## src/core/nlc_consts.svh

```systemverilog
`ifndef NLC_CONSTS_SVH
`define NLC_CONSTS_SVH

// Line idle level after reset
`define NLC_LINE_RST 1'h0
// Bit time in ns, and derived count of system clocks per bit
`define NLC_BIT_TIME_NS 1000
`define NLC_CLK_NS 20
`define NLC_BIT_CYC (`NLC_BIT_TIME_NS / `NLC_CLK_NS)
`define NLC_CNT_W 6
// Counter value at the bit start strobe, and the mid-bit sample point
`define NLC_CNT_BIT_START 0
`define NLC_MID_CYC (`NLC_BIT_CYC / 2)
// Decoder output level after reset
`define NLC_RX_RST 1'h0
// Mode encodings
`define NLC_MODE_LEVEL 2'h0
`define NLC_MODE_MARK 2'h1
`define NLC_MODE_SPACE 2'h3

`endif

```

## src/core/nlc_pkg.sv

```systemverilog
package nlc_pkg;
  `include "nlc_consts.svh"

  typedef enum logic [1:0] {
    NLC_LEVEL = `NLC_MODE_LEVEL,
    NLC_MARK = `NLC_MODE_MARK,
    NLC_SPACE = `NLC_MODE_SPACE
  } nlc_mode_t;
endpackage

```

## src/core/nlc_sync.sv

```systemverilog
`timescale 1ns/100ps
// Two-stage synchroniser for the receive pin
module nlc_sync (
  input wire logic clk,
  input wire logic rst,
  input wire logic d,
  output logic q
);
  `include "nlc_consts.svh"
  logic meta_r;

  always_ff @(posedge clk) begin
    if (rst) begin
      meta_r <= `NLC_LINE_RST;
      q <= `NLC_LINE_RST;
    end else begin
      meta_r <= d;
      q <= meta_r;
    end
  end
endmodule

```

## src/core/nlc_codec.sv

```systemverilog
`timescale 1ns/100ps
// How it works
// - Level mode drives the data bit straight onto the line for the whole bit.
// - Mark mode flips the line at the bit start when the bit is One.
// - Mark mode holds the line on a Zero, and the decoder reads no change as Zero.
// - Space mode is mark mode complemented: change means Zero, no change means One.
// - Line changes happen only on the bit-start strobe, never inside a bit.
// - One element per bit: the encoder moves at most once a bit, the decoder samples once a bit.
module nlc_codec (
  // Clock and reset
  input wire logic CLK_SYS,
  input wire logic RST,
  // Mode
  input wire nlc_pkg::nlc_mode_t MODE,
  // Transmit side
  input wire logic TX_DATA,
  output logic TX_TAKE,
  output logic LINE_OUT,
  // Receive side
  input wire logic LINE_IN,
  output logic RX_DATA,
  output logic RX_VALID
);
  import nlc_pkg::*;
  `include "nlc_consts.svh"

  logic [`NLC_CNT_W-1:0] cnt_r;
  logic [`NLC_CNT_W-1:0] cnt_nxt;
  logic bit_start;
  logic mid_bit;
  logic line_r;
  logic line_nxt;
  logic prev_r;
  logic rx_data_r;
  logic rx_valid_r;
  logic rx_nxt;
  logic line_sync;
  logic changed;
  logic [`NLC_CNT_W-1:0] gap_r;

  ////////////////////////////////////////////////////////////////
  // Bit timing: one strobe per bit at start, one sample at mid-bit
  assign bit_start = (cnt_r == `NLC_CNT_W'(`NLC_CNT_BIT_START));
  // Mid-bit sampling keeps clear of the line's transition region
  assign mid_bit = (cnt_r == `NLC_CNT_W'(`NLC_MID_CYC));
  assign cnt_nxt = (cnt_r == `NLC_CNT_W'((`NLC_BIT_CYC) - 1)) ? `NLC_CNT_W'(`NLC_CNT_BIT_START) : cnt_r + `NLC_CNT_W'h1;

  always_ff @(posedge CLK_SYS) begin
    if (RST) begin
      cnt_r <= `NLC_CNT_W'(`NLC_CNT_BIT_START);
    end else begin
      cnt_r <= cnt_nxt;
    end
  end

  ////////////////////////////////////////////////////////////////
  // Encoder
  assign TX_TAKE = bit_start;
  always_comb begin
    line_nxt = line_r;
    if (bit_start) begin
      case (MODE)
        NLC_LEVEL: line_nxt = TX_DATA;
        NLC_MARK: line_nxt = line_r ^ TX_DATA;
        NLC_SPACE: line_nxt = line_r ^ ~TX_DATA;
        default: line_nxt = TX_DATA;
      endcase
    end
  end

  always_ff @(posedge CLK_SYS) begin
    if (RST) begin
      line_r <= `NLC_LINE_RST;
    end else begin
      line_r <= line_nxt;
    end
  end
  assign LINE_OUT = line_r;

  ////////////////////////////////////////////////////////////////
  // Decoder
  nlc_sync u_sync (
    .clk(CLK_SYS),
    .rst(RST),
    .d(LINE_IN),
    .q(line_sync)
  );

  // Assumes receive line runs in phase with our bit timing
  assign changed = line_sync ^ prev_r;
  always_comb begin
    case (MODE)
      NLC_LEVEL: rx_nxt = line_sync;
      NLC_MARK: rx_nxt = changed;
      NLC_SPACE: rx_nxt = ~changed;
      default: rx_nxt = line_sync;
    endcase
  end

  always_ff @(posedge CLK_SYS) begin
    if (RST) begin
      prev_r <= `NLC_LINE_RST;
      rx_data_r <= `NLC_RX_RST;
      rx_valid_r <= `NLC_RX_RST;
    end else begin
      rx_valid_r <= mid_bit;
      if (mid_bit) begin
        prev_r <= line_sync;
        rx_data_r <= rx_nxt;
      end
    end
  end
  assign RX_DATA = rx_data_r;
  assign RX_VALID = rx_valid_r;

  ////////////////////////////////////////////////////////////////
  // Checks
  property p_level_follow;
    @(posedge CLK_SYS) disable iff (RST)
      (bit_start && MODE == NLC_LEVEL) |=> (LINE_OUT == $past(TX_DATA));
  endproperty
  a_level_follow: assert property (p_level_follow) else $error("level line wrong");

  property p_mark_one;
    @(posedge CLK_SYS) disable iff (RST)
      (bit_start && MODE == NLC_MARK && TX_DATA) |=> (LINE_OUT != $past(LINE_OUT));
  endproperty
  a_mark_one: assert property (p_mark_one) else $error("mark one no flip");

  property p_mark_zero;
    @(posedge CLK_SYS) disable iff (RST)
      (bit_start && MODE == NLC_MARK && !TX_DATA) |=> $stable(LINE_OUT);
  endproperty
  a_mark_zero: assert property (p_mark_zero) else $error("mark zero flipped");

  property p_space_code;
    @(posedge CLK_SYS) disable iff (RST)
      (bit_start && MODE == NLC_SPACE) |=> ((LINE_OUT != $past(LINE_OUT)) == !$past(TX_DATA));
  endproperty
  a_space_code: assert property (p_space_code) else $error("space code wrong");

  property p_no_mid_change;
    @(posedge CLK_SYS) disable iff (RST)
      !bit_start |=> $stable(LINE_OUT);
  endproperty
  a_no_mid_change: assert property (p_no_mid_change) else $error("line moved inside bit");

  property p_one_sample;
    @(posedge CLK_SYS) disable iff (RST)
      RX_VALID |=> !RX_VALID [*2];
  endproperty
  a_one_sample: assert property (p_one_sample) else $error("two samples in a bit");

  property p_decide_period;
    @(posedge CLK_SYS) disable iff (RST)
      $rose(RX_VALID) |-> ##[1:50] RX_VALID;
  endproperty
  a_decide_period: assert property (p_decide_period) else $error("missing decision");

  property p_rst_low;
    @(posedge CLK_SYS) RST |=> (!LINE_OUT && !prev_r);
  endproperty
  a_rst_low: assert property (p_rst_low) else $error("reset level not low");

  property p_rst_idle;
    @(posedge CLK_SYS) RST |=> (TX_TAKE && !RX_VALID && !RX_DATA);
  endproperty
  a_rst_idle: assert property (p_rst_idle) else $error("reset state wrong");

  property p_undef_level;
    @(posedge CLK_SYS) disable iff (RST)
      (bit_start && MODE != NLC_MARK && MODE != NLC_SPACE) |=> (LINE_OUT == $past(TX_DATA));
  endproperty
  a_undef_level: assert property (p_undef_level) else $error("unused code not level");

  // Own interval count, so a broken divider cannot vouch for itself
  always_ff @(posedge CLK_SYS) begin
    if (RST || TX_TAKE) begin
      gap_r <= `NLC_CNT_W'(`NLC_CNT_BIT_START);
    end else begin
      gap_r <= gap_r + `NLC_CNT_W'h1;
    end
  end

  property p_take_gap;
    @(posedge CLK_SYS) disable iff (RST)
      !TX_TAKE |-> (gap_r < `NLC_CNT_W'((`NLC_BIT_CYC) - 1));
  endproperty
  a_take_gap: assert property (p_take_gap) else $error("bit interval too long");

  property p_take_spacing;
    @(posedge CLK_SYS) disable iff (RST)
      TX_TAKE |-> ##50 TX_TAKE;
  endproperty
  a_take_spacing: assert property (p_take_spacing) else $error("bit start missing");

  property p_decide_delay;
    @(posedge CLK_SYS) disable iff (RST)
      TX_TAKE |-> ##26 RX_VALID;
  endproperty
  a_decide_delay: assert property (p_decide_delay) else $error("decision not at mid-bit");

  property p_rx_hold;
    @(posedge CLK_SYS) disable iff (RST)
      !RX_VALID |-> $stable(RX_DATA);
  endproperty
  a_rx_hold: assert property (p_rx_hold) else $error("rx data moved between decisions");

  property p_level_decode;
    @(posedge CLK_SYS) disable iff (RST)
      (RX_VALID && $past(MODE) == NLC_LEVEL) |-> (RX_DATA == $past(line_sync));
  endproperty
  a_level_decode: assert property (p_level_decode) else $error("level decode wrong");

  property p_mark_decode;
    @(posedge CLK_SYS) disable iff (RST)
      (RX_VALID && $past(MODE) == NLC_MARK) |-> (RX_DATA == ($past(line_sync) ^ $past(prev_r)));
  endproperty
  a_mark_decode: assert property (p_mark_decode) else $error("mark decode wrong");

  property p_space_decode;
    @(posedge CLK_SYS) disable iff (RST)
      (RX_VALID && $past(MODE) == NLC_SPACE) |-> (RX_DATA == ($past(line_sync) ~^ $past(prev_r)));
  endproperty
  a_space_decode: assert property (p_space_decode) else $error("space decode wrong");

  property p_prev_follow;
    @(posedge CLK_SYS) disable iff (RST)
      RX_VALID |-> (prev_r == $past(line_sync));
  endproperty
  a_prev_follow: assert property (p_prev_follow) else $error("previous level not kept");
endmodule

```

## config.mk

```make
export PLATFORM = sky130hd
export DESIGN_NAME = nlc_codec
export DESIGN_NICKNAME = d
export VERILOG_FILES = /design/src/core/nlc_pkg.sv /design/src/core/nlc_sync.sv /design/src/core/nlc_codec.sv
export VERILOG_INCLUDE_DIRS = /design/src /design/src/core
export SDC_FILE = /design/constraint.sdc
export NUM_CORES = 1
export LEC_CHECK = 0
export BUFFER_PORTS_ARGS = -buffer_cell sky130_fd_sc_hd__buf_2
export CAP_MARGIN = 20
export CORE_MARGIN = 8
export CORE_UTILIZATION = 35
export DETAILED_ROUTE_END_ITERATION = 8
export PLACE_DENSITY = 0.56
export SLEW_MARGIN = 30
export SYNTH_ARGS = -nofsm -noshare
export SYNTH_HDL_FRONTEND = slang
export SYNTH_SLANG_ARGS = --single-unit
```

## constraint.sdc

```tcl
create_clock -name CLK_SYS -period 2 [get_ports CLK_SYS]
set_input_delay 0.4 -clock CLK_SYS [delete_from_list [all_inputs] [get_ports CLK_SYS]]
set_output_delay 0.4 -clock CLK_SYS [all_outputs]
set_load 0.03 [all_outputs]
```

==> impl_metrics.csv, run 1 <==
group,metric,value,unit
outcome,outcome,"complete, no violations",
timing,final.period_utilization,95.9,%
placed_design,dpl.cell_count,87,
min_path,min_path_type,"primary input to register",
placed_design,io_buffer_count,9,
worst_setup_path,required,1.60,ns
pwr,p_leak,0.292,nW
timing,worst_slew_pin_slew,0.283,ns
global_route,grt_pass1_wl,1.97,mm
logic_synthesis,netlist_area,561,µm²
floorplanning,start_util,37.2,%
cells_and_area,final_nets,85,
floorplanning,dieWidth,56.0,µm
drt,drt-total-wl,1.08,mm
run,cap_violations,0,
timing,fmax,521,MHz
cells_and_area,finalInstanceArea,681,µm²
timing,setup_viol,0,
floorplanning,core.rowCount,14,
drt,wl_per_cell,11.9,µm
global_route,grt_pass1_vias,473,
drt,dr.first_iter.drc_count,4,
cells_and_area,layout.cells.non_filler,91,
clock_tree,htree_levels,1,
pwr,finalPower,0.521,mW
clock_tree,clock-sinks,12,
floorplanning,die_height,56.0,µm
worst_setup_path,start_kind,"register",
cells_and_area,drive_gt1_share,26.7,%
cells_and_area,antenna_cells,0,
timing,setup_tns,0,ns
clock_tree,tritoncts,"yes",
worst_setup_path,crit_path_max_incr_delay,0.47,ns
floorplanning,io_pins,10,
drt,vias,471,
placed_design,place_congestion,0.745,
logic_synthesis,ys_ff_latch,12,
worst_setup_path,slowest_stage,"or4b_4",
global_route,grtUsageTotal,7.70,%
clock_tree,clk_pin_slew,0.08,ns
clock_tree,insertion_delay,0.27,ns
timing,maxSlewHeadroom,81.1,%
logic_synthesis,synth-seq-area-share,42.9,%
timing,finalHoldViolCount,0,
drt,vias_per_cell,5.18,
global_route,grt_overflow_total,0,
cells_and_area,fillerInstances,154,
clock_tree,clockRootBuffer,"clkbuf_4",
floorplanning,die_area,3140,µm²
timing,finalClockSkew,0.00179,ns
placed_design,dp_hpwl,840,µm
drt,antenna_left,0,
timing,report.final.slew_viol_count,0,
cells_and_area,areaGrowthSynthToFinish,21.4,%
logic_synthesis,syn_area_per_cell,9.19,µm²
timing,fin_crit,1.92,ns
drt,drtPass1Iterations,2,
pwr,power_density,766,nW/µm²
worst_setup_path,cp_max_fo,3,
logic_synthesis,syn_inst,61,
placed_design,placed_area,637,µm²
logic_synthesis,synth_fp_nets,70,
worst_setup_path,critPathKind,"register to output pin",
timing,hold-worst-slack,0.336,ns
pwr,peakVddDrop,0.000253,V
worst_setup_path,endpoint_kind,"output pin",
timing,rsz0062_at_grt,"no",
logic_synthesis,ys_types,25,
floorplanning,core,1510,µm²
global_route,antenna_found_initial,0,
worst_setup_path,crit_chain,"inv_1, ha_1, or4b_4, nor2_2, buf_4",
logic_synthesis,synth_warnings,0,
drt,drc,0,
global_route,grt_max_degree,9,
worst_setup_path,cp.arrival,1.52,ns
clock_tree,numCtsBuffers,3,
clock_tree,cts_buffer_depth,2,
==> cells in the mapped netlist <==
library cell,count,area [µm²]
dfxtp_1,12,240
inv_1,6,22.5
nor2_1,6,22.5
a21oi_1,3,15.0
ha_1,3,37.5
nand3_1,3,15.0
nand2_1,2,7.51
nor2b_1,2,12.5
nor3_1,2,10.0
nor3b_1,2,15.0
o21ai_0,2,10.0
o31ai_1,2,15.0
or3_1,2,12.5
xnor2_1,2,17.5
xor2_1,2,17.5
a2111o_1,1,11.3
a211o_1,1,8.76
a311oi_1,1,8.76
a32o_1,1,10.0
and3_1,1,6.26
and4b_2,1,11.3
clkbuf_1,1,3.75
nand2b_1,1,6.26
nor4bb_1,1,10.0
or4b_4,1,13.8
==> final cells by class <==
class	count	area [µm²]	share of cell area (%)
Multi-Input combinational cell	42	297	43.6
Sequential cell	12	243	35.7
Timing Repair Buffer	11	62.6	9.19
Clock buffer	4	36.3	5.33
Inverter	6	22.5	3.31
Tap cell	16	20.0	2.94
==> metal layers <==
metal / GRT usage (%) / share of wire, %
met5: 0 / 0
met4: 5.84 / 0.93
met3: 3.88 / 6.8
met2: 12.2 / 46
met1: 7.46 / 46
==> logic make-up after synthesis <==
| kind of cell | after synthesis | share of synthesized area, % |
|---|---|---|
| flops | 12 | 42.9 |
| xor+xnor | 4 | 6.25 |
| simple gates | 24 | 25.4 |
| buf+inv | 7 | 4.69 |
| compound gates | 11 | 14.1 |
| fa+ha+maj | 3 | 6.70 |
==> stage by stage <==
step,setup WS [ns],util (%)
final,0.0818,45.2
after global routing,0.00152,45.2
after CTS,0.00922,44.7
after detailed placement,0.241,42.3
after global placement,0.274,42.3
after floorplan,0.220,-
==> placed cells by master (no fill, tap or decap) <==
master	n
a211o_1	1
and4b_2	1
a311oi_1	1
nand2_1	2
buf_2	8
nor3_1	2
nor2_2	1
nor3b_1	2
or3_1	2
o31ai_1	2
clkbuf_8	1
clkbuf_4	3
xor2_1	2
a2111o_1	1
buf_4	3
dfxtp_2	2
nor4bb_1	1
xnor2_1	2
nand2b_1	1
a21oi_1	3
dfxtp_1	10
and3_1	1
o21ai_0	2
a32o_1	1
nor2b_1	2
inv_1	6
nor2_1	5
or4b_4	1
ha_1	3
nand3_1	3
==> state kept, by name, summed over array words and instances, names as in the netlist <==
register,cells
RX_VALID,1
prev_r,1
LINE_OUT,1
u_sync.meta_r,1
cnt_r,6
RX_DATA,1
u_sync.q,1
==> power by group <==
group	leakage [nW]	switching [mW]	internal [mW]
clock network	0.0210	0.0800	0.111
logic	0.172	0.0384	0.0335
registers	0.0984	0.00955	0.249
total	0.292	0.128	0.393
==> worst max-delay path: cells and delay by family (launching register included) <==
family / cells / cell delay [ns]
flops: 1 / 0.33
fa+ha+maj: 1 / 0.13
simple gates: 2 / 0.56
buf+inv: 2 / 0.23
==> repair_timing <==
action                     in CTS  in global routing
setup buffers                   0                  0
resized for setup               0                  5
setup endpoints to repair       0                  1
hold buffers                    0                  0
==> final timing paths <==
path / start / end / slack (ns) / cells past startpoint
max reg2reg: cnt_r[1]$_SDFF_PP0_ / LINE_OUT$_SDFFE_PP0N_ / 0.24 / 5
min reg2reg: u_sync.meta_r$_SDFF_PP0_ / u_sync.q$_SDFF_PP0_ / 0.44 / 1
min: LINE_IN / u_sync.meta_r$_SDFF_PP0_ / 0.34 / 2
max: cnt_r[1]$_SDFF_PP0_ / TX_TAKE / 0.08 / 5
Power figures use the tool's default switching activity.
==> inputs of run 2 (changes only) <==
- CELL_PAD_IN_SITES_DETAIL_PLACEMENT: not set -> 0
- CELL_PAD_IN_SITES_GLOBAL_PLACEMENT: not set -> 1
- PLACE_DENSITY: 0.56 -> 0.7
- SKIP_CTS_REPAIR_TIMING: not set -> 1
==> impl_metrics.csv, run 2 (synthesis results as in run 1) <==
group,metric,value,unit
floorplanning,core,1510,µm²
floorplanning,dieWidth,56.0,µm
global_route,grt_pass1_wl,1.89,mm
drt,drtPass1Iterations,3,
timing,maxSlewHeadroom,70.0,%
cells_and_area,fillerInstances,153,
clock_tree,tritoncts,"yes",
outcome,outcome,"complete, no violations",
placed_design,io_buffer_count,9,
timing,fmax,526,MHz
worst_setup_path,crit_end,"TX_TAKE",
clock_tree,cts_buffer_depth,2,
cells_and_area,final_common_cell,"dfxtp_1",
timing,fin_crit,1.90,ns
worst_setup_path,crit_buf_inv,2,
timing,rsz0062_at_grt,"no",
worst_setup_path,r2r_cells,5,
cells_and_area,antenna_cells,0,
floorplanning,io_pins,10,
worst_setup_path,reg2reg_slack,0.25,ns
clock_tree,clockRootBuffer,"clkbuf_4",
global_route,grtUsageTotal,7.71,%
drt,dr.first_iter.drc_count,7,
pwr,swShare,25.1,%
drt,drc,0,
global_route,grt_overflow_total,0,
timing,setup_tns,0,ns
clock_tree,clock-sinks,12,
run,cap_violations,0,
drt,antenna_left,0,
timing,report.final.slew_viol_count,0,
timing,finalClockSkew,0.00485,ns
worst_setup_path,r2r-start,"cnt_r[0]$_SDFF_PP0_",
timing,worst_slew_pin_slew,0.446,ns
pwr,peakVddDrop,0.000485,V
global_route,antenna_found_initial,0,
pwr,p_sw,0.133,mW
pwr,intPower,0.396,mW
cells_and_area,areaGrowthSynthToFinish,21.7,%
cells_and_area,layout_common_cells,"dfxtp_1, buf_2, inv_1, nor2_1",
floorplanning,core.rowCount,14,
worst_setup_path,critPathLaunch,"cnt_r[0]$_SDFF_PP0_",
timing,finalHoldViolCount,0,
pwr,seq_power_share,49.1,%
timing,final.period_utilization,95.1,%
placed_design,dpl.cell_count,86,
floorplanning,die_area,3140,µm²
worst_setup_path,crit_family,"simple AND/OR/NAND/NOR gates",
worst_setup_path,crit_path_max_incr_delay,0.48,ns
worst_setup_path,required,1.60,ns
pwr,p_leak,0.288,nW
worst_setup_path,critPathKind,"register to output pin",
worst_setup_path,cp.depth,5,
global_route,grt_pass1_vias,434,
global_route,grt_max_degree,9,
worst_setup_path,cp.arrival,1.50,ns
drt,drt-total-wl,1.09,mm
cells_and_area,largest_reg_flops,6,
timing,setup_viol,0,
drt,vias_per_cell,5.13,
cells_and_area,layout.cells.non_filler,90,
placed_design,dp_hpwl,857,µm
pwr,power_density,776,nW/µm²
cells_and_area,top_register,"cnt_r",
drt,vias,462,
clock_tree,htree_levels,1,
pwr,p_clk_share,36.6,%
clock_tree,clk_pin_slew,0.07,ns
worst_setup_path,endpoint_kind,"output pin",
worst_setup_path,cp_max_fo,5,
cells_and_area,final_nets,84,
drt,wl_per_cell,12.1,µm
worst_setup_path,start_kind,"register",
cells_and_area,drive_gt1_share,27.0,%
pwr,pwr-share-comb,14.3,%
placed_design,place_congestion,0.729,
worst_setup_path,crit_chain,"inv_1, ha_1, or4b_4, nor2_4, buf_6",
worst_setup_path,r2r_end,"LINE_OUT$_SDFFE_PP0N_",
clock_tree,insertion_delay,0.27,ns
worst_setup_path,slowest_stage,"or4b_4",
min_path,min_path_type,"primary input to register",
floorplanning,start_util,37.2,%
floorplanning,die_height,56.0,µm
clock_tree,numCtsBuffers,3,
-- run 2: power groups by stage --
stage               Clock (mW)  Combinational, mW  Sequential [mW]
global route             0.217             0.0840            0.261
floorplan                    0             0.0456            0.265
detailed placement           0             0.0698            0.264
finish                   0.194             0.0757            0.260
global placement             0             0.0690            0.263
CTS                      0.200             0.0700            0.258
-- run 2: area by class of cell --
cell class | instances | area [µm²] | share of cell area [%]
well taps | 16 | 20.0 | 2.94
flip-flops and latches | 12 | 243 | 35.6
multi-input cells | 42 | 302 | 44.2
repair buffers | 10 | 58.8 | 8.62
clock buffers | 4 | 36.3 | 5.32
inverters | 6 | 22.5 | 3.30
-- run 2: through the flow --
step                utilization, %  total power, mW  hold slack [ns]  worst slack [ns]  instance area (µm²)
floorplan                        -            0.310            0.414             0.220                  561
global route                  45.3            0.562            0.340            0.0224                  682
CTS                           44.2            0.528            0.340            0.0113                  666
finish                        45.3            0.529            0.343            0.0984                  682
detailed placement            41.8            0.333            0.432             0.255                  629
global placement              41.8            0.332            0.418             0.284                  629
-- run 2: worst min-delay path by stage --
stage                                   startpoint                  endpoint  slack (ns)  cells after the start
after floorplan           u_sync.meta_r$_SDFF_PP0_       u_sync.q$_SDFF_PP0_        0.41                      1
after global placement    u_sync.meta_r$_SDFF_PP0_       u_sync.q$_SDFF_PP0_        0.42                      1
after detailed placement  u_sync.meta_r$_SDFF_PP0_       u_sync.q$_SDFF_PP0_        0.43                      1
after CTS                                  LINE_IN  u_sync.meta_r$_SDFF_PP0_        0.34                      2
after global routing                       LINE_IN  u_sync.meta_r$_SDFF_PP0_        0.34                      2
final                                      LINE_IN  u_sync.meta_r$_SDFF_PP0_        0.34                      2
-- run 2: routing by layer --
metal,wire length [µm],up-vias,global-route usage [%]
met5,0,-,0
met4,22,0,5.15
met3,72,2,5.48
met2,457,10,10.6
met1,540,208,8.11
li1,-,242,-
-- run 2: worst register-to-register path, delay by kind of cell (launching register included) --
kind	cells	cell delay, ns
compound gates	2	0.64
simple gates	1	0.48
flops	1	0.34
fa+ha+maj	1	0.12
buf+inv	1	0.06
